==> config.mk <==
export PLATFORM = sky130hd
export DESIGN_NAME = idep_drive_port
export DESIGN_NICKNAME = d
export VERILOG_FILES = /design/src/idep_pkg.sv /design/src/idep_strap_if.sv /design/src/idep_drive_port.sv /design/src/idep_straps.sv
export SDC_FILE = /design/constraint.sdc
export NUM_CORES = 1
export LEC_CHECK = 0
export BUFFER_PORTS_ARGS = -buffer_cell sky130_fd_sc_hd__clkbuf_2
export CORE_MARGIN = 3
export CORE_UTILIZATION = 53
export CTS_CLUSTER_SIZE = 28
export DETAILED_ROUTE_END_ITERATION = 7
export PLACE_DENSITY = 0.9
export SKIP_LAST_GASP = 1
export SLEW_MARGIN = 5
export SYNTH_ARGS = -nofsm -noshare
export SYNTH_HDL_FRONTEND = slang
export SYNTH_SLANG_ARGS = --single-unit
==> constraint.sdc <==
create_clock -name CORE_CLK -period 5.5 [get_ports CORE_CLK]
set_input_delay 1.1 -clock CORE_CLK [delete_from_list [all_inputs] [get_ports CORE_CLK]]
set_output_delay 1.1 -clock CORE_CLK [all_outputs]
set_load 0.02 [all_outputs]
==> src/idep_pkg.sv <==
// Shared constants and types for the drive-side port and its strap capture
package idep_pkg;
	localparam int CLK_PERIOD_NS = 8;
	localparam int T_MODE0_NS = 600;
	localparam int T_MODE1_NS = 383;
	localparam int T_MODE3_NS = 180;
	localparam logic [6:0] CYC_MODE0 = 7'((T_MODE0_NS + CLK_PERIOD_NS - 1) / CLK_PERIOD_NS);
	localparam logic [6:0] CYC_MODE1 = 7'((T_MODE1_NS + CLK_PERIOD_NS - 1) / CLK_PERIOD_NS);
	localparam logic [6:0] CYC_MODE3 = 7'((T_MODE3_NS + CLK_PERIOD_NS - 1) / CLK_PERIOD_NS);
	localparam logic [6:0] SETUP_CYC = 7'h01;
	localparam logic [6:0] RECOV_CYC = 7'h01;
	localparam logic [1:0] MODE_600 = 2'h0;
	localparam logic [1:0] MODE_383 = 2'h1;
	localparam logic [1:0] MODE_180 = 2'h3;
	localparam logic [1:0] STRAP_SYNC_LAST = 2'h2;
	localparam int MISC_PREFETCH_BIT = 6;
	localparam int STRAP_FREQ_BIT = 0;
	localparam int STRAP_LEGACY_BIT = 7;
	localparam logic [7:0] CFG_RESET = 8'h00;
	localparam logic [3:0] CS_IDLE_N = 4'hf;
	localparam logic [2:0] ADDR_RESET = 3'h0;
	localparam logic [15:0] DATA_RESET = 16'h0000;
	localparam logic [7:0] BYTE_ZERO = 8'h00;
	localparam logic [7:0] BYTE_ALL = 8'hff;
	// Chip select index: {channel, block}; channel 1 = secondary, block 1 = control
	localparam logic [1:0] CS_PRI_CMD = 2'h0;
	localparam logic [1:0] CS_PRI_CTL = 2'h1;
	localparam logic [1:0] CS_SEC_CMD = 2'h2;
	localparam logic [1:0] CS_SEC_CTL = 2'h3;
	typedef enum logic [3:0] {
		ST_IDLE = 4'h1,
		ST_SETUP = 4'h2,
		ST_STROBE = 4'h4,
		ST_RECOV = 4'h8
	} idep_state_e;
endpackage

==> src/idep_strap_if.sv <==
// Strap values passed from the capture module to the port logic
`timescale 1ns/1ps
interface idep_strap_if;
	logic valid;
	logic [1:0] timing_mode;
	logic test_mode;
	logic [1:0] test_sel;
	logic [7:0] misc_cfg;
	logic [7:0] strap_cfg;
	logic addr_addr_relocate_strap;
	logic irq_scheme;
	modport prod (output valid, timing_mode, test_mode, test_sel, misc_cfg, strap_cfg, addr_addr_relocate_strap, irq_scheme);
	modport cons (input valid, timing_mode, test_mode, test_sel, misc_cfg, strap_cfg, addr_addr_relocate_strap, irq_scheme);
endinterface

==> src/idep_drive_port.sv <==
// Drive-side port: register cycles toward the disk drives and reset straps
`timescale 1ns/1ps
module idep_drive_port
	import idep_pkg::*;
(
	input wire logic CORE_CLK,
	input wire logic NRST,
	input wire logic REQ,
	input wire logic REQ_WR,
	input wire logic REQ_SEC,
	input wire logic REQ_CTL,
	input wire logic [2:0] REQ_ADDR,
	input wire logic [15:0] REQ_WDATA,
	output logic BUSY,
	output logic DONE,
	output logic [15:0] RDATA,
	output logic RWIDE,
	output logic [1:0] DRV_ADDR_LOW_O,
	output logic DRV_ADDR_LOW_OE,
	input wire logic [1:0] DRV_ADDR_LOW_I,
	output logic DRV_ADDR_TOP_O,
	output logic DRV_ADDR_TOP_OE,
	input wire logic DRV_ADDR_TOP_I,
	output logic [3:0] BLOCK_SEL_N_O,
	output logic BLOCK_SEL_OE,
	input wire logic [3:0] BLOCK_SEL_N_I,
	input wire logic TEST_MODE_STRAP_N,
	output logic DRV_READ_STROBE_N,
	output logic DRV_WRITE_STROBE_N,
	input wire logic CHANNEL_READY_IN,
	input wire logic WIDE_XFER_IND_N,
	output logic [15:0] DISK_DATA_BUS_O,
	output logic [15:0] DISK_DATA_BUS_OE,
	input wire logic [15:0] DISK_DATA_BUS_I,
	output logic STRAPS_VALID,
	output logic [1:0] TIMING_MODE,
	output logic TEST_MODE,
	output logic [1:0] TEST_SEL,
	output logic [7:0] MISC_CFG,
	output logic [7:0] STRAP_CFG,
	output logic ADDR_RELOCATE,
	output logic IRQ_SCHEME
);
	idep_strap_if st ();

	idep_straps u_straps (
		.clk(CORE_CLK),
		.rst_n(NRST),
		.addr_low_pin(DRV_ADDR_LOW_I),
		.addr_top_pin(DRV_ADDR_TOP_I),
		.cs_pin_n(BLOCK_SEL_N_I),
		.test_pin_n(TEST_MODE_STRAP_N),
		.st(st)
	);

	// strobe width from the cycle time, less setup and recovery
	function automatic logic [6:0] strobe_len(input logic [1:0] mode, input logic test);
		logic [6:0] cyc;
		cyc = CYC_MODE0;
		if (!test && mode == MODE_383) begin
			cyc = CYC_MODE1;
		end else if (!test && mode == MODE_180) begin
			cyc = CYC_MODE3;
		end
		return cyc - SETUP_CYC - RECOV_CYC;
	endfunction

	idep_state_e state_q, state_d;
	logic [6:0] cnt_q, cnt_d;
	logic wr_q, wr_d;
	logic [2:0] addr_q, addr_d;
	logic [3:0] cs_n_q, cs_n_d;
	logic rd_n_q, rd_n_d, wr_n_q, wr_n_d;
	logic [15:0] wdata_q, wdata_d, doe_q, doe_d, rdata_q, rdata_d;
	logic done_q, done_d, rwide_q, rwide_d, busy_q, busy_d, pin_oe_q, pin_oe_d;
	logic rdy_s1_q, rdy_s2_q, wide_s1_q, wide_s2_q;
	logic [15:0] dd_s1_q, dd_s2_q;

	// Pins from the drive pass two flops before use
	always_ff @(posedge CORE_CLK or negedge NRST) begin
		if (!NRST) begin
			rdy_s1_q <= 1'b1;
			rdy_s2_q <= 1'b1;
			wide_s1_q <= 1'b0;
			wide_s2_q <= 1'b0;
			dd_s1_q <= DATA_RESET;
			dd_s2_q <= DATA_RESET;
		end else begin
			rdy_s1_q <= CHANNEL_READY_IN;
			rdy_s2_q <= rdy_s1_q;
			wide_s1_q <= !WIDE_XFER_IND_N;
			wide_s2_q <= wide_s1_q;
			dd_s1_q <= DISK_DATA_BUS_I;
			dd_s2_q <= dd_s1_q;
		end
	end

	always_comb begin
		state_d = state_q;
		cnt_d = cnt_q;
		wr_d = wr_q;
		addr_d = addr_q;
		cs_n_d = cs_n_q;
		rd_n_d = rd_n_q;
		wr_n_d = wr_n_q;
		wdata_d = wdata_q;
		doe_d = doe_q;
		rdata_d = rdata_q;
		rwide_d = rwide_q;
		done_d = 1'b0;
		// shared pins driven only once straps are held
		pin_oe_d = st.valid;
		busy_d = (state_q != ST_IDLE) || !st.valid;
		unique case (state_q)
			ST_IDLE: begin
				if (REQ && st.valid) begin
					// address latched for the whole cycle
					addr_d = REQ_ADDR;
					wr_d = REQ_WR;
					wdata_d = REQ_WDATA;
					cnt_d = strobe_len(st.timing_mode, st.test_mode);
					// one block select from channel and block
					cs_n_d = CS_IDLE_N;
					cs_n_d[{REQ_SEC, REQ_CTL}] = 1'b0;
					busy_d = 1'b1;
					state_d = ST_SETUP;
				end
			end
			ST_SETUP: begin
				rd_n_d = wr_q;
				wr_n_d = !wr_q;
				// upper byte driven only for wide transfers
				doe_d = wr_q ? {(wide_s2_q ? BYTE_ALL : BYTE_ZERO), BYTE_ALL} : DATA_RESET;
				state_d = ST_STROBE;
			end
			ST_STROBE: begin
				doe_d = wr_q ? {(wide_s2_q ? BYTE_ALL : BYTE_ZERO), BYTE_ALL} : DATA_RESET;
				if (cnt_q > 7'h1) begin
					cnt_d = cnt_q - 7'h1;
				// stretch while the drive holds ready negated
				end else if (rdy_s2_q) begin
					rd_n_d = 1'b1;
					// rising edge of write strobe marks capture
					wr_n_d = 1'b1;
					// narrow reads return the low byte only
					rdata_d = wide_s2_q ? dd_s2_q : {BYTE_ZERO, dd_s2_q[7:0]};
					rwide_d = wide_s2_q;
					state_d = ST_RECOV;
				end
			end
			ST_RECOV: begin
				cs_n_d = CS_IDLE_N;
				doe_d = DATA_RESET;
				done_d = 1'b1;
				state_d = ST_IDLE;
			end
			default: begin
				state_d = ST_IDLE;
				cs_n_d = CS_IDLE_N;
				rd_n_d = 1'b1;
				wr_n_d = 1'b1;
				doe_d = DATA_RESET;
			end
		endcase
	end

	always_ff @(posedge CORE_CLK or negedge NRST) begin
		if (!NRST) begin
			state_q <= ST_IDLE;
			cnt_q <= 7'h0;
			wr_q <= 1'b0;
			addr_q <= ADDR_RESET;
			cs_n_q <= CS_IDLE_N;
			rd_n_q <= 1'b1;
			wr_n_q <= 1'b1;
			wdata_q <= DATA_RESET;
			doe_q <= DATA_RESET;
			rdata_q <= DATA_RESET;
			rwide_q <= 1'b0;
			done_q <= 1'b0;
			busy_q <= 1'b1;
			pin_oe_q <= 1'b0;
		end else begin
			state_q <= state_d;
			cnt_q <= cnt_d;
			wr_q <= wr_d;
			addr_q <= addr_d;
			cs_n_q <= cs_n_d;
			rd_n_q <= rd_n_d;
			wr_n_q <= wr_n_d;
			wdata_q <= wdata_d;
			doe_q <= doe_d;
			rdata_q <= rdata_d;
			rwide_q <= rwide_d;
			done_q <= done_d;
			busy_q <= busy_d;
			pin_oe_q <= pin_oe_d;
		end
	end

	// Strap results are registered inside the capture module and only read here
	always_comb begin
		BUSY = busy_q;
		DONE = done_q;
		RDATA = rdata_q;
		RWIDE = rwide_q;
		DRV_ADDR_LOW_O = addr_q[1:0];
		DRV_ADDR_TOP_O = addr_q[2];
		DRV_ADDR_LOW_OE = pin_oe_q;
		DRV_ADDR_TOP_OE = pin_oe_q;
		BLOCK_SEL_N_O = cs_n_q;
		BLOCK_SEL_OE = pin_oe_q;
		DRV_READ_STROBE_N = rd_n_q;
		DRV_WRITE_STROBE_N = wr_n_q;
		DISK_DATA_BUS_O = wdata_q;
		DISK_DATA_BUS_OE = doe_q;
		STRAPS_VALID = st.valid;
		TIMING_MODE = st.timing_mode;
		TEST_MODE = st.test_mode;
		TEST_SEL = st.test_sel;
		MISC_CFG = st.misc_cfg;
		STRAP_CFG = st.strap_cfg;
		ADDR_RELOCATE = st.addr_addr_relocate_strap;
		IRQ_SCHEME = st.irq_scheme;
	end
endmodule // idep_drive_port

==> src/idep_straps.sv <==
// Reset strap synchroniser and capture
`timescale 1ns/1ps
module idep_straps
	import idep_pkg::*;
(
	input wire logic clk,
	input wire logic rst_n,
	input wire logic [1:0] addr_low_pin,
	input wire logic addr_top_pin,
	input wire logic [3:0] cs_pin_n,
	input wire logic test_pin_n,
	idep_strap_if.prod st
);
	logic [7:0] s1_q, s2_q, s1_d, s2_d;
	logic [1:0] cnt_q, cnt_d;
	logic valid_q, valid_d;
	logic [1:0] mode_q, mode_d;
	logic test_q, test_d;
	logic prefetch_q, prefetch_d;
	logic freq_q, freq_d;
	logic legacy_q, legacy_d;
	logic addr_relocate_strap_q, addr_relocate_strap_d;
	logic irqs_q, irqs_d;

	always_comb begin
		s1_d = {test_pin_n, cs_pin_n, addr_top_pin, addr_low_pin};
		s2_d = s1_q;
		cnt_d = cnt_q;
		valid_d = valid_q;
		mode_d = mode_q;
		test_d = test_q;
		prefetch_d = prefetch_q;
		freq_d = freq_q;
		legacy_d = legacy_q;
		addr_relocate_strap_d = addr_relocate_strap_q;
		irqs_d = irqs_q;
		if (!valid_q) begin
			if (cnt_q != STRAP_SYNC_LAST) begin
				cnt_d = cnt_q + 2'h1;
			end else begin
				valid_d = 1'b1;
				mode_d = s2_q[1:0];
				prefetch_d = s2_q[2];
				freq_d = s2_q[3 + CS_PRI_CMD];
				legacy_d = s2_q[3 + CS_PRI_CTL];
				addr_relocate_strap_d = s2_q[3 + CS_SEC_CMD];
				irqs_d = s2_q[3 + CS_SEC_CTL];
				test_d = !s2_q[7];
			end
		end
	end

	always_ff @(posedge clk or negedge rst_n) begin
		if (!rst_n) begin
			s1_q <= CFG_RESET;
			s2_q <= CFG_RESET;
			cnt_q <= 2'h0;
			valid_q <= 1'b0;
			mode_q <= MODE_600;
			test_q <= 1'b0;
			prefetch_q <= 1'b0;
			freq_q <= 1'b0;
			legacy_q <= 1'b0;
			addr_relocate_strap_q <= 1'b0;
			irqs_q <= 1'b1;
		end else begin
			s1_q <= s1_d;
			s2_q <= s2_d;
			cnt_q <= cnt_d;
			valid_q <= valid_d;
			mode_q <= mode_d;
			test_q <= test_d;
			prefetch_q <= prefetch_d;
			freq_q <= freq_d;
			legacy_q <= legacy_d;
			addr_relocate_strap_q <= addr_relocate_strap_d;
			irqs_q <= irqs_d;
		end
	end

	always_comb begin
		st.valid = valid_q;
		st.timing_mode = mode_q;
		// mode pins pick a test mode
		st.test_mode = test_q;
		st.test_sel = test_q ? mode_q : 2'h0;
		st.misc_cfg = CFG_RESET;
		st.misc_cfg[MISC_PREFETCH_BIT] = prefetch_q;
		st.strap_cfg = CFG_RESET;
		st.strap_cfg[STRAP_FREQ_BIT] = freq_q;
		st.strap_cfg[STRAP_LEGACY_BIT] = legacy_q;
		st.addr_addr_relocate_strap = addr_relocate_strap_q;
		st.irq_scheme = irqs_q;
	end
endmodule // idep_straps

# After elaboration in Yosys (flattened, before gate mapping)

Index checks and enable logic that the tools add are counted.

Register bits: 136
Output and inout port bits: 87
Word-level logic and storage cells: 106

Order comparisons: 3
Reductions and logical operators: 21
Bitwise operators: 6
$add $sub $neg: 4
Muxes and demuxes: 29
Eq/ne operators: 12

Operators with widths:

| operator                                                              | number |
|---|---|
| 7-bit 2-to-1 mux                                                      | 6 |
| 16-bit 2-to-1 mux                                                     | 2 |
| 16-bit case mux with 2 select lines                                   | 1 |
| 7-bit by 1-bit subtractor with 7-bit output, second input constant    | 3 |
| 4-bit 2-to-1 mux                                                      | 4 |
| 7-bit case mux with 2 select lines                                    | 1 |
| 4-bit case mux with 3 select lines                                    | 1 |
| 3-bit AND reduction                                                   | 4 |
| 2-bit != test, second input constant                                  | 5 |
| 1-bit 2-to-1 mux                                                      | 8 |
| 8-bit 2-to-1 mux                                                      | 1 |
| 4-bit case mux with 2 select lines                                    | 1 |
| 2-bit AND reduction                                                   | 4 |
| 7-bit by 1-bit > comparator with 1-bit output, second input constant  | 1 |
| 1-bit case mux with 3 select lines                                    | 2 |
| 1-bit zero test                                                       | 5 |
| 1-bit inverter                                                        | 5 |
| 4-bit by 1-bit equality test with 1-bit output, second input constant | 1 |
| 4-bit by 2-bit equality test with 1-bit output, second input constant | 1 |
| 4-bit by 3-bit equality test with 1-bit output, second input constant | 1 |
| 4-bit equality test, second input constant                            | 1 |
| 1-bit logical AND                                                     | 4 |
| 4-bit by 1-bit != test with 1-bit output, second input constant       | 1 |
| 4-bit inverter                                                        | 1 |
| other kinds (10)                                                      | 11 |

# Logic depth before layout (Yosys ltp)

Gate-level depths: netlist (run 1).

Depth in word-level cells: 10
Depth in mapped cells: 8
Depth with buffers taken out: 6

# Hierarchy

A second synthesis (run 1) with hierarchy kept.

Cells, all modules: 353
Area, all modules: 4,630.7 sq um

Modules (own cells, without submodules):

| module          | cells each | instances | area an instance (sq um) |
|---|---|---|---|
| idep_drive_port | 290        | 1         | 3,632.2 |
| idep_straps     | 63         | 1         | 998.5 |

# Worst setup path before layout (run 1)

No wires, ideal clock.

Kind: input to register
From: in REQ
To: reg cs_n_q[3] (netlist: BLOCK_SEL_N_O[3])
Slack: 3.391 ns
Library setup time: 0.083 ns
Data required time: 5.417 ns
Stages on the path: 4
Arrival time: 2.025 ns
Path through: nand2_1 -> a211oi_1 -> nor2_1 -> a41oi_1

Cells in the longest elaborated chain, start to end: 3

Ends and longest elaborated chain:

| what                          | RTL line               | text |
|---|---|---|
| from (decl)                   | idep_drive_port.sv:8   | `input wire logic REQ,` |
| 1-bit logical AND             | idep_drive_port.sv:116 | `if (REQ && st.valid) begin` |
| 2-bit != test (no line)       | --                     |  |
| 2-bit AND reduction (no line) | --                     |  |
| to (signal assigned)          | idep_drive_port.sv:188 | `cs_n_q <= cs_n_d;` |
| to (decl)                     | idep_drive_port.sv:72  | `logic [3:0] cs_n_q, cs_n_d;` |

Every way passes these cells.
A chain may end at the register's enable or synchronous reset.

# Worst setup path after layout (run 1)

From: reg state_q[0]
To: reg cnt_q[0]

Cells in the longest elaborated chain, start to end: 3

Ends and longest elaborated chain:

| what                                                                                                                    | RTL line               | text |
|---|---|---|
| from (decl)                                                                                                             | idep_drive_port.sv:68  | `idep_state_e state_q, state_d;` |
| from (signal assigned)                                                                                                  | idep_drive_port.sv:184 | `state_q <= state_d;` |
| 4-bit by 3-bit equality test with 1-bit output / 4-bit by 1-bit equality test with 1-bit output (equally long branches) | idep_drive_port.sv:114 | `unique case (state_q)` |
| 2-bit != test (no line) / 2-bit nonzero test (equally long branches)                                                    | --                     |  |
| 3-bit AND reduction (no line)                                                                                           | --                     |  |
| to (signal assigned)                                                                                                    | idep_drive_port.sv:185 | `cnt_q <= cnt_d;` |
| to (decl)                                                                                                               | idep_drive_port.sv:69  | `logic [6:0] cnt_q, cnt_d;` |

Several ways; a longest one is shown, not always the timed one.

==> impl_results.rst, run 1 <==
.. list-table::
   :header-rows: 1

   * - Metric
     - Value
   * - Result of the run
     - complete, no violations
   * - Total inserted antenna cells
     - 0
   * - Max-slew violation count
     - 0
   * - Kind of cell with the highest combined delay on the critical path
     - simple AND/OR/NAND/NOR gates
   * - Layout Nets
     - 530
   * - WP data arrival
     - 3.00 ns
   * - Gate Count Post-Synth
     - approximately 370
   * - Post-synthesis cell area
     - 4622 sq um
   * - Number of warning messages in the yosys log
     - 0
   * - Number of primary I/O pins
     - about 140
   * - Met1 track utilization from global routing
     - between 20 and 25%
   * - CTS clock-pin slew for the worst setup and hold paths
     - 0.06 ns
   * - Leakage power
     - 2.863 nW
   * - Die width
     - between 90 and 100 um
   * - Number of violations of the max-capacitance limit
     - 0
   * - Resized Gates After CTS
     - 0
   * - Number of buffers on the longest clock path
     - 2
   * - Count of buffers from port buffering
     - ~120
   * - Post-route ant nets
     - 0
   * - Main synth FF type
     - dfrtp_1
   * - Die Y
     - 99.39 um
   * - Post-route worst setup slack
     - a little under 3 ns
   * - Number of library cell types mapped by synthesis
     - 54
   * - Power share of the clock group
     - between 30% and 40%
   * - Final hold vios
     - 0
   * - Die area
     - a little under 10000 sq um
   * - Vias in the first global route
     - between 3000 and 4000
   * - First-pass GRT wire length
     - 15360 um
   * - Share of synthesized registers carrying an async set or reset
     - 100.0%
   * - Global placement routability congestion
     - around 0.77
   * - TritonCTS clock tree
     - built
   * - Critical Path End Type
     - flip-flop
   * - Part of the total power dissipated in sequential elements
     - approximately 41%
   * - Power density of the placed cells
     - approximately 530 nW/um^2
   * - Clock latency on the worst-skew pair
     - approximately 0.5 ns
   * - Maximum clock frequency
     - 382.1 MHz
   * - Number of flip-flops and latches in the synthesized netlist
     - ~120
   * - Clock buffer count from CTS
     - 17
   * - Initial cell density of the core
     - 55.42%
   * - Met3 layer usage reported by global route
     - 6.171%
   * - First drt pass iteration count
     - 5
   * - Max transition margin
     - 30.19%
   * - Minimum clock period after layout
     - between 2 and 3 ns
   * - Dpl hpwl
     - approximately 6000 um
   * - Mean number of vias per cell
     - approximately 5.1
   * - Layout cell share with drive strength beyond 1
     - 38.85%
   * - CORE AREA
     - between 8000 and 9000 sq um
   * - Worst Path Required
     - between 5 and 6 ns
   * - DRC Markers
     - 0
   * - Final global-route overflow total
     - 0
   * - Post-synth EDFFs
     - 0
   * - Met2 Usage GRT
     - 34.40%
   * - Vias after detailed routing
     - about 3000
   * - Initial antenna violation count
     - 0
   * - Library cell used as clock root buffer
     - clkbuf_8
   * - Layer carrying the most global-route usage
     - met2
   * - Slowest cell delay on critical path
     - between 0.6 and 0.7 ns
   * - Slowest-stage cell, CP
     - dfstp_2
   * - Post-route clock skew
     - between 0.008 and 0.009 ns
   * - Unrepaired setup endpoints after global routing
     - false
   * - Count of clock tree sinks
     - about 120
   * - Kind of path behind the tightest hold check
     - flip-flop to flip-flop
   * - Net switching power figure
     - 0.001026 W
   * - Final non-filler cell area
     - 5677 sq um
   * - Routed Wire Length
     - around 9000 um
   * - H-tree levels
     - 4
   * - Critical Path Start Type
     - flip-flop
   * - Quantity of hold-fixing buffers added after cts
     - 0
   * - WHS
     - approximately 0.35 ns
   * - Largest net degree at the start of global routing
     - 92
   * - Path type of the worst setup path
     - flip-flop to flip-flop
   * - Number of violations reported at the end of detailed-routing iteration 0
     - 140
   * - Tot GR Track Use
     - 20.11%
   * - Area delta synth->final
     - 22.82%
   * - Switching power share of the total
     - about 34%
   * - Filler cells
     - around 600
   * - Standard cell area after detailed placement
     - 5094 sq um
   * - Peak VDD IR
     - ~310 uV
   * - Share of the cycle needed by the critical path after routing
     - 47.59%
   * - Critical Path, Cell by Cell
     - nor4b_4, nand3_2, inv_2, nor3_1, a211o_1
   * - Buffers inserted by post-CTS timing repair
     - 0
   * - Comb pwr share
     - a little under a quarter
   * - Buf/Inv on CP
     - 1
   * - Tightest Pin Transition
     - 1.047 ns
   * - Row Count
     - 33
   * - Sum of negative setup slack
     - 0 ns
   * - Crit path max fanout
     - 27
   * - Synthesized area divided by synthesized cell count
     - between 10 and 15 sq um
   * - Total internal power
     - just under 0.002 W
   * - DP Worst Slack
     - just under 3 ns
   * - Seq/Total Area, Yosys
     - between 60% and 70%
   * - Final routed wire length divided by cell count
     - 15.52 um
   * - Final setup violation count
     - 0
worst register-to-register path, cell delays in order (launching register included):
cell	delay (ns)
dfstp_2	0.61
nor4b_4	0.48
nand3_2	0.50
inv_2	0.55
nor3_1	0.10
a211o_1	0.24
state kept, by name, indices dropped and copies added (netlist names), 2 cells and up:
| signal | flops |
|---|---|
| DISK_DATA_BUS_O | 16 |
| u_straps.cnt_q | 2 |
| addr_q | 3 |
| BLOCK_SEL_N_O | 4 |
| dd_s2_q | 16 |
| DISK_DATA_BUS_OE | 2 |
| dd_s1_q | 16 |
| u_straps.s2_q | 8 |
| state_q | 4 |
| cnt_q | 7 |
| u_straps.s1_q | 8 |
| RDATA | 16 |
| u_straps.st.timing_mode | 2 |
per-stage QoR:
stage                     power, W  utilization (%)  std cells
after floorplan           0.001751                -        377
after global placement    0.001895            61.07        562
after detailed placement  0.001936            61.07        562
after CTS                 0.003018            68.06        594
after global routing      0.003162            68.06        594
final                     0.003007            68.06        594
synth_stat cells, types with 2 or more instances:
cell type	n	area, sq um
a211oi_1	5	37.54
nand3_1	3	15.01
clkbuf_1	4	15.01
dfstp_2	11	289.0
buf_4	33	247.7
o211ai_1	2	15.01
ha_1	3	37.54
inv_1	13	48.80
nand3b_1	2	15.01
and3_1	2	12.51
mux2_1	8	90.09
buf_6	3	33.78
mux2_2	7	78.83
nor3_1	4	20.02
nor2b_1	2	12.51
dfrtp_1	111	2778
a21oi_1	4	20.02
mux2i_1	8	80.08
nand2_1	78	292.8
xnor2_1	2	17.52
nor2_1	17	63.81
nand2b_1	2	12.51
o21ai_0	4	20.02
a31oi_1	3	18.77
nor4b_1	2	17.52
buf_2	3	15.01
and2_1	2	12.51
worst paths after layout:
path,start,end,slack [ns],cells past startpoint
hold reg to reg,dd_s1_q[12],dd_s2_q[12],0.35,0
setup / recovery,state_q[0],cnt_q[0],2.88,5
hold / removal,dd_s1_q[12],dd_s2_q[12],0.35,0
min in group asynchronous,NRST,dd_s2_q[12],0.78,1
max in group asynchronous,NRST,cnt_q[0],3.70,2
setup reg to reg,state_q[0],cnt_q[0],2.88,5
per-layer routing:
metal | share of wire, % | vias up
met1 | 38 | 1485
met4 | 2.5 | 0
met3 | 5.9 | 26
li1 | - | 1382
met2 | 54 | 118
met5 | 0 | -
power groups by stage:
| stage | combinational, W | sequential, W | clock [W] |
|---|---|---|---|
| finish | 0.000716 | 0.00122 | 0.00107 |
| global placement | 0.000677 | 0.00122 | 0 |
| CTS | 0.000720 | 0.00122 | 0.00108 |
| global route | 0.000793 | 0.00124 | 0.00113 |
| floorplan | 0.000447 | 0.00130 | 0 |
| detailed placement | 0.000708 | 0.00123 | 0 |
cells in the final DEF, fill, tap and decap left out, types with 3 or more instances in the layout:
cell / n
o21ai_0: 4
mux2_2: 7
clkinv_2: 3
nor3_1: 4
dfrtp_1: 111
a31oi_1: 3
clkbuf_8: 3
clkbuf_2: 123
mux2_1: 8
a211oi_1: 5
conb_1: 13
a21oi_1: 4
clkinvlp_4: 3
inv_1: 13
nand3_1: 3
clkbuf_16: 16
ha_1: 3
mux2i_1: 8
dfstp_2: 11
nand2_1: 78
inv_6: 3
nor2_1: 17
area by class of cell:
type / instances / area (sq um) / area share (%)
timing repair buffer: 125 / 630.6 / 11.11
sequential: 122 / 3067 / 54.02
tap: 105 / 131.4 / 2.314
multi-input combinational: 196 / 1212 / 21.36
clock inverter: 13 / 141.4 / 2.491
clock buffer: 19 / 441.7 / 7.780
inverter: 14 / 52.55 / 0.9257
cells by family after synthesis:
group                    count (synthesis)  share of synthesized area [%]
buffers and inverters                   59                          8.392
XOR/XNOR                                 2                         0.3791
multiplexers                            24                          5.712
AO/OA/AOI/OAI                           30                          5.144
flip-flops                             122                          66.35
adder cells (fa/ha/maj)                  3                         0.8122
AND/OR/NAND/NOR                        124                          13.13
other                                    1                        0.08113
Power figures use the tool's default switching activity.
==> run 2, diff against run 1 <==
--- a/config.mk
+++ b/config.mk
@@ -5,12 +5,13 @@
 export SDC_FILE = /design/constraint.sdc
 export NUM_CORES = 1
 export LEC_CHECK = 0
+export ABC_AREA = 1
 export BUFFER_PORTS_ARGS = -buffer_cell sky130_fd_sc_hd__clkbuf_2
 export CORE_MARGIN = 3
-export CORE_UTILIZATION = 53
+export CORE_UTILIZATION = 46
 export CTS_CLUSTER_SIZE = 28
 export DETAILED_ROUTE_END_ITERATION = 7
-export PLACE_DENSITY = 0.9
+export PLACE_DENSITY = 0.83
 export SKIP_LAST_GASP = 1
 export SLEW_MARGIN = 5
 export SYNTH_ARGS = -nofsm -noshare
==> constraint.sdc (replaced) <==
create_clock -name CORE_CLK -period 2.3 [get_ports CORE_CLK]
set_input_delay 0.46 -clock CORE_CLK [delete_from_list [all_inputs] [get_ports CORE_CLK]]
set_output_delay 0.46 -clock CORE_CLK [all_outputs]
set_load 0.02 [all_outputs]
==> impl_results.rst, run 2 <==
.. list-table::
   :header-rows: 1

   * - Metric
     - Value
   * - Gate Count Post-Synth
     - about 440
   * - Filler cells
     - 770
   * - Unrepaired setup endpoints after global routing
     - false
   * - Critical Path, Cell by Cell
     - nor2_1, nand2_1, o21ai_2, nand3_4, clkinv_1, nand2_1, nand2_1
   * - Post-route clock skew
     - ~0.0086 ns
   * - Die width
     - roughly 110 um
   * - Slowest cell delay on critical path
     - approximately 0.42 ns
   * - Final routed wire length divided by cell count
     - between 10 and 15 um
   * - Tightest Pin Transition
     - around 0.58 ns
   * - First drt pass iteration count
     - 4
   * - Critical Path Start Type
     - flip-flop
   * - Library cell with the largest summed area after synthesis
     - dfrtp_1
   * - Tot GR Track Use
     - approximately 18%
   * - Share of the cycle needed by the critical path after routing
     - 82.55%
   * - Slowest-stage cell, CP
     - dfrtp_1
   * - Resized Gates After CTS
     - 0
   * - Area delta synth->final
     - 25.26%
   * - Share of synthesized registers carrying an async set or reset
     - 100.0%
   * - Number of violations reported at the end of detailed-routing iteration 0
     - between 200 and 250
   * - Top cells by count, synth
     - nand2_1, dfrtp_1, buf_4, inv_1
   * - Count of buffers from port buffering
     - between 100 and 150
   * - Largest net degree at the start of global routing
     - 49
   * - Kind of cell with the highest combined delay on the critical path
     - simple AND/OR/NAND/NOR gates
   * - Mean number of vias per cell
     - 4.600
   * - Vias in the first global route
     - approximately 3300
   * - Total inserted antenna cells
     - 0
   * - Total power
     - a little under 0.008 W
   * - Dpl hpwl
     - 6568 um
   * - Cell mode on critical path
     - nand2_1
   * - CTS clock-pin slew for the worst setup and hold paths
     - about 0.060 ns
   * - DP Worst Slack
     - approximately 0.48 ns
   * - Final global-route overflow total
     - 0
   * - Row Count
     - 35
   * - Layout Nets
     - just over 600
   * - Max transition margin
     - between 60% and 70%
   * - Layout cell share with drive strength beyond 1
     - between 30% and 40%
   * - Number of warning messages in the yosys log
     - 0
   * - Post-synth EDFFs
     - 0
   * - Cell types with the largest area share after synthesis
     - dfrtp_1, nand2_1, dfstp_2, buf_4, inv_1
   * - Buf/Inv on CP
     - 1
   * - Peak VDD IR
     - a little over 700 uV
   * - Critical Path End Type
     - flip-flop
   * - Clock latency on the worst-skew pair
     - just over 0.5 ns
   * - Net switching power figure
     - roughly 0.0028 W
   * - Crit path max fanout
     - 26
   * - DRC Markers
     - 0
   * - Initial cell density of the core
     - 48.73%
   * - Final setup violation count
     - 0
   * - Count leader, synth
     - nand2_1
   * - Die area
     - 11310 sq um
   * - Routed Wire Length
     - 9327 um
   * - Count of clock tree sinks
     - between 100 and 150
   * - Maximum clock frequency
     - 526.7 MHz
   * - First-pass GRT wire length
     - ~16000 um
   * - TritonCTS clock tree
     - built
   * - Synth top area share
     - approximately three fifths
   * - Initial antenna violation count
     - 0
   * - Global placement routability congestion
     - between 0.8 and 0.9
   * - Most frequent cells in the layout
     - nand2_1, clkbuf_2, dfrtp_1, inv_1
   * - Final hold vios
     - 0
   * - Number of library cell types mapped by synthesis
     - 32
   * - Buffers inserted by post-CTS timing repair
     - 0
   * - CORE AREA
     - between 9000 and 10000 sq um
   * - Comb pwr share
     - between 20% and 30%
   * - Main synth FF type
     - dfrtp_1
   * - WP data arrival
     - 2.34 ns
   * - Path type of the worst setup path
     - flip-flop to flip-flop
   * - Leakage power
     - ~3.1 nW
   * - Power share of the clock group
     - about a third
   * - Switching power share of the total
     - between 30% and 40%
   * - H-tree levels
     - 4
   * - Total internal power
     - roughly 0.005 W
   * - Synthesized area divided by synthesized cell count
     - around 11 sq um
   * - Clock buffer count from CTS
     - 17
   * - Vias after detailed routing
     - approximately 3200
   * - Number of buffers on the longest clock path
     - 2
   * - Part of the total power dissipated in sequential elements
     - around 39%
   * - Result of the run
     - complete, no violations
   * - Post-route ant nets
     - 0
   * - Die Y
     - about 110 um
   * - Quantity of hold-fixing buffers added after cts
     - 1
   * - Kind of path behind the tightest hold check
     - primary input to flip-flop
   * - Number of primary I/O pins
     - 138
   * - Max-slew violation count
     - 0
   * - Minimum clock period after layout
     - 1.899 ns
   * - Post-route worst setup slack
     - 0.4013 ns
   * - Power density of the placed cells
     - approximately 1300 nW/um^2
   * - Most common cell after layout, fill and taps aside
     - nand2_1
   * - Post-synthesis cell area
     - ~4600 sq um
   * - Library cell used as clock root buffer
     - clkbuf_8
   * - Seq/Total Area, Yosys
     - around two thirds
   * - Sum of negative setup slack
     - 0 ns
   * - Worst Path Required
     - about 2.7 ns
   * - Number of violations of the max-capacitance limit
     - 0
   * - Number of flip-flops and latches in the synthesized netlist
     - 122
run 2: cell types whose count changed in the layout (fill, tap and decap cells not counted), moves of 8 or more:
| cell | before | now |
|---|---|---|
| inv_1 | 13 | 27 |
| nand3_1 | 3 | 19 |
| o21ai_2 | 0 | 9 |
| mux2_1 | 8 | 0 |
| mux2i_1 | 8 | 0 |
| nand2_1 | 78 | 156 |
run 2: final timing paths:
| kind | startpoint | to | slack [ns] | cells after the start |
|---|---|---|---|---|
| max | cnt_q[3] | RDATA[5] | 0.40 | 7 |
| max in group asynchronous | NRST | DISK_DATA_BUS_O[10] | 1.02 | 3 |
| min in group asynchronous | NRST | RDATA[4] | 0.49 | 2 |
| min reg2reg | dd_s1_q[0] | dd_s2_q[0] | 0.34 | 0 |
| max reg2reg | cnt_q[3] | RDATA[5] | 0.40 | 7 |
| min | CHANNEL_READY_IN | rdy_s1_q | 0.06 | 1 |
run 2: area by class of cell:
type	count	area, sq um	area share (%)
Sequential cell	122	3067	52.87
Multi-Input combinational cell	260	1217	20.99
Timing Repair Buffer	131	678.2	11.69
Clock buffer	22	452.9	7.808
Tap cell	129	161.4	2.783
Clock inverter	9	115.1	1.984
Inverter	29	108.9	1.877
run 2: cells by family after synthesis:
kind of cell / Yosys count / synth area share [%]
other: 1 / 0.08098
adders and majority gates: 3 / 0.8107
AOI/OAI and AO/OA: 28 / 3.999
DFF: 122 / 66.23
and+or+nand+nor: 208 / 18.59
xor gates and xnor gates: 2 / 0.3783
buffers and inverters: 68 / 8.457
muxes: 6 / 1.459
run 2: per-layer routing:
metal  routed length [um]  global-route usage [%]
met5                    0                       0
met4                  184                   6.753
met3                  600                   5.039
met2                 4637                   28.87
met1                 3905                   22.27
run 2: power by group through the flow:
stage          Combinational [W]  Clock, W  Sequential, W
2_1_floorplan            0.00128         0        0.00338
3_3_place_gp             0.00222         0        0.00301
3_5_place_dp             0.00229         0        0.00303
4_1_cts                  0.00232   0.00256        0.00301
5_1_grt                  0.00257   0.00266        0.00308
6_report                 0.00229   0.00252        0.00301
run 2: stage by stage:
step / area, sq um / hold WS (ns) / cells / util, %
global route: 5801 / 0.02801 / 702 / 61.04
detailed placement: 5223 / 0.3347 / 670 / 54.96
floorplan: 4676 / 0.1644 / 450 / -
global placement: 5223 / 0.3313 / 670 / 54.96
CTS: 5801 / 0.03609 / 702 / 61.04
finish: 5801 / 0.05547 / 702 / 61.04
==> run 3, diff against run 2 <==
--- a/config.mk
+++ b/config.mk
@@ -8,10 +8,10 @@
 export ABC_AREA = 1
 export BUFFER_PORTS_ARGS = -buffer_cell sky130_fd_sc_hd__clkbuf_2
 export CORE_MARGIN = 3
-export CORE_UTILIZATION = 46
+export CORE_UTILIZATION = 51
 export CTS_CLUSTER_SIZE = 28
 export DETAILED_ROUTE_END_ITERATION = 7
-export PLACE_DENSITY = 0.83
+export PLACE_DENSITY = 0.87
 export SKIP_LAST_GASP = 1
 export SLEW_MARGIN = 5
 export SYNTH_ARGS = -nofsm -noshare
==> constraint.sdc (replaced) <==
create_clock -name CORE_CLK -period 1.8 [get_ports CORE_CLK]
set_input_delay 0.36 -clock CORE_CLK [delete_from_list [all_inputs] [get_ports CORE_CLK]]
set_output_delay 0.36 -clock CORE_CLK [all_outputs]
set_load 0.02 [all_outputs]
==> impl_results.rst, run 3 (synthesis results as in run 2) <==
.. list-table::
   :header-rows: 1

   * - Metric
     - Value
   * - Result of the run
     - complete, no violations
   * - Global placement routability congestion
     - between 0.9 and 1
   * - Initial cell density of the core
     - a little over half
   * - Largest net degree at the start of global routing
     - 76
   * - Area delta synth->final
     - 33.23%
   * - Final global-route overflow total
     - 0
   * - Final hold vios
     - 0
   * - Leakage power
     - 3.284 nW
   * - DP Worst Slack
     - between 0.09 and 0.1 ns
   * - H-tree levels
     - 4
   * - Number of violations of the max-capacitance limit
     - 0
   * - Critical Path End Type
     - flip-flop
   * - WHS
     - 0.05201 ns
   * - Vias after detailed routing
     - 3426
   * - First-pass GRT wire length
     - 16520 um
   * - Total power
     - roughly 0.011 W
   * - Placed instance count
     - roughly 650
   * - Clock latency on the worst-skew pair
     - around 0.5 ns
   * - DRC Markers
     - 0
   * - Die width
     - 101.3 um
   * - Beginning of the worst hold path
     - REQ_WDATA[0]
   * - Max-slew violation count
     - 0
   * - Routed Wire Length
     - 10250 um
   * - Post-route worst setup slack
     - 0.09369 ns
   * - Crit path max fanout
     - 17
   * - Count of clock tree sinks
     - 122
   * - Row Count
     - 34
   * - Most frequent cells in the layout
     - nand2_1, clkbuf_2, dfrtp_1, dlygate4sd3_1, inv_1
   * - Post-route ant nets
     - 0
   * - Final setup violation count
     - 0
   * - Mean number of vias per cell
     - ~4.8
   * - Maximum clock frequency
     - just under 600 MHz
   * - R2R Path Start
     - cnt_q[1]
   * - Die Y
     - between 100 and 150 um
   * - Minimum clock period after layout
     - between 1.5 and 2 ns
   * - Count of buffers from port buffering
     - between 100 and 150
   * - Share of the cycle needed by the critical path after routing
     - about 95%
   * - Number of primary I/O pins
     - around 140
   * - Most common cell after layout, fill and taps aside
     - nand2_1
   * - Layout cell share with drive strength beyond 1
     - 33.22%
   * - TritonCTS clock tree
     - built
   * - Die area
     - roughly 10000 sq um
   * - WP data arrival
     - between 2 and 2.5 ns
   * - Peak VDD IR
     - approximately 1000 uV
   * - Post-route clock skew
     - ~0.008 ns
   * - Start point of the critical path
     - cnt_q[1]
   * - Dpl hpwl
     - 6384 um
   * - Combined area of the multi-input logic cells
     - 1230 sq um
   * - Number of violations reported at the end of detailed-routing iteration 0
     - 145
   * - Final routed wire length divided by cell count
     - ~14 um
   * - Layout Nets
     - roughly 640
   * - Sum of negative setup slack
     - 0 ns
   * - Filler cells
     - between 600 and 700
   * - Library cell used as clock root buffer
     - clkbuf_8
   * - Non-filler cells, final
     - 710
   * - Number of buffers on the longest clock path
     - 2
   * - Worst Path Required
     - 2.20 ns
   * - Kind of path behind the tightest hold check
     - primary input to flip-flop
   * - Power density of the placed cells
     - approximately 1700 nW/um^2
   * - Critical Path Start Type
     - flip-flop
   * - Tot GR Track Use
     - between 20% and 30%
   * - Initial antenna violation count
     - 0
   * - Area occupied by registers
     - a little over 3000 sq um
   * - Total inserted antenna cells
     - 0
   * - CTS clock-pin slew for the worst setup and hold paths
     - 0.06 ns
   * - Clock buffer count from CTS
     - 17
   * - Vias in the first global route
     - between 3000 and 4000
   * - CORE AREA
     - between 8000 and 9000 sq um
   * - First drt pass iteration count
     - 4
   * - Path type of the worst setup path
     - flip-flop to flip-flop
## run 3: final timing paths
check	cells after the start	endpoint	slack, ns
max	10	RDATA[12]	0.09
min	3	DISK_DATA_BUS_O[0]	0.05
max reg2reg	10	RDATA[12]	0.09
min reg2reg	0	dd_s2_q[6]	0.35
max in group asynchronous	3	u_straps.st.irq_scheme	1.04
min in group asynchronous	3	u_straps.s2_q[3]	0.39
## run 3: per-layer routing
metal / track usage [%] / up-vias / routed length, um
met5: 0 / - / 0
met4: 8.896 / 0 / 176
met3: 6.267 / 19 / 714
met2: 36.57 / 147 / 5448
met1: 23.65 / 1629 / 3908
li1: - / 1631 / -
## run 3: where the power goes
| group | switching, W | total [W] | internal (W) |
|---|---|---|---|
| clock | 0.00130 | 0.00363 | 0.00233 |
| sequential | 0.000435 | 0.00384 | 0.00341 |
| combinational | 0.00207 | 0.00307 | 0.00100 |
## run 3: per-stage QoR
step,instance area [sq um],util (%)
5_1_grt,6170,70.40
4_1_cts,6138,70.05
2_1_floorplan,4676,-
6_report,6170,70.40
3_5_place_dp,5234,59.72
3_3_place_gp,5234,59.72
## run 3: cell type report
class | count | share of cell area [%]
Sequential cell | 122 | 49.71
Multi-Input combinational cell | 260 | 19.94
Timing Repair Buffer | 159 | 16.06
Inverter | 29 | 1.825
Clock inverter | 14 | 3.346
Tap cell | 108 | 2.190
Clock buffer | 18 | 6.936
## run 3: timing repair
action,in CTS,in global routing
hold buffers,27,0
gates resized for setup,0,4
endpoints found under the hold margin,137,0
endpoints found under the setup margin,0,24
setup buffers,0,2
## run 3: worst max-delay path, stage by stage (launching register included)
cell and delay [ns]:
dfrtp_1 0.40, inv_1 0.09, ha_1 0.15, inv_1 0.04, nor2_1 0.14, nand3_2 0.13, o21ai_4 0.13, nand3_4 0.16
buf_12 0.19, nand2_1 0.10, o21ai_2 0.07
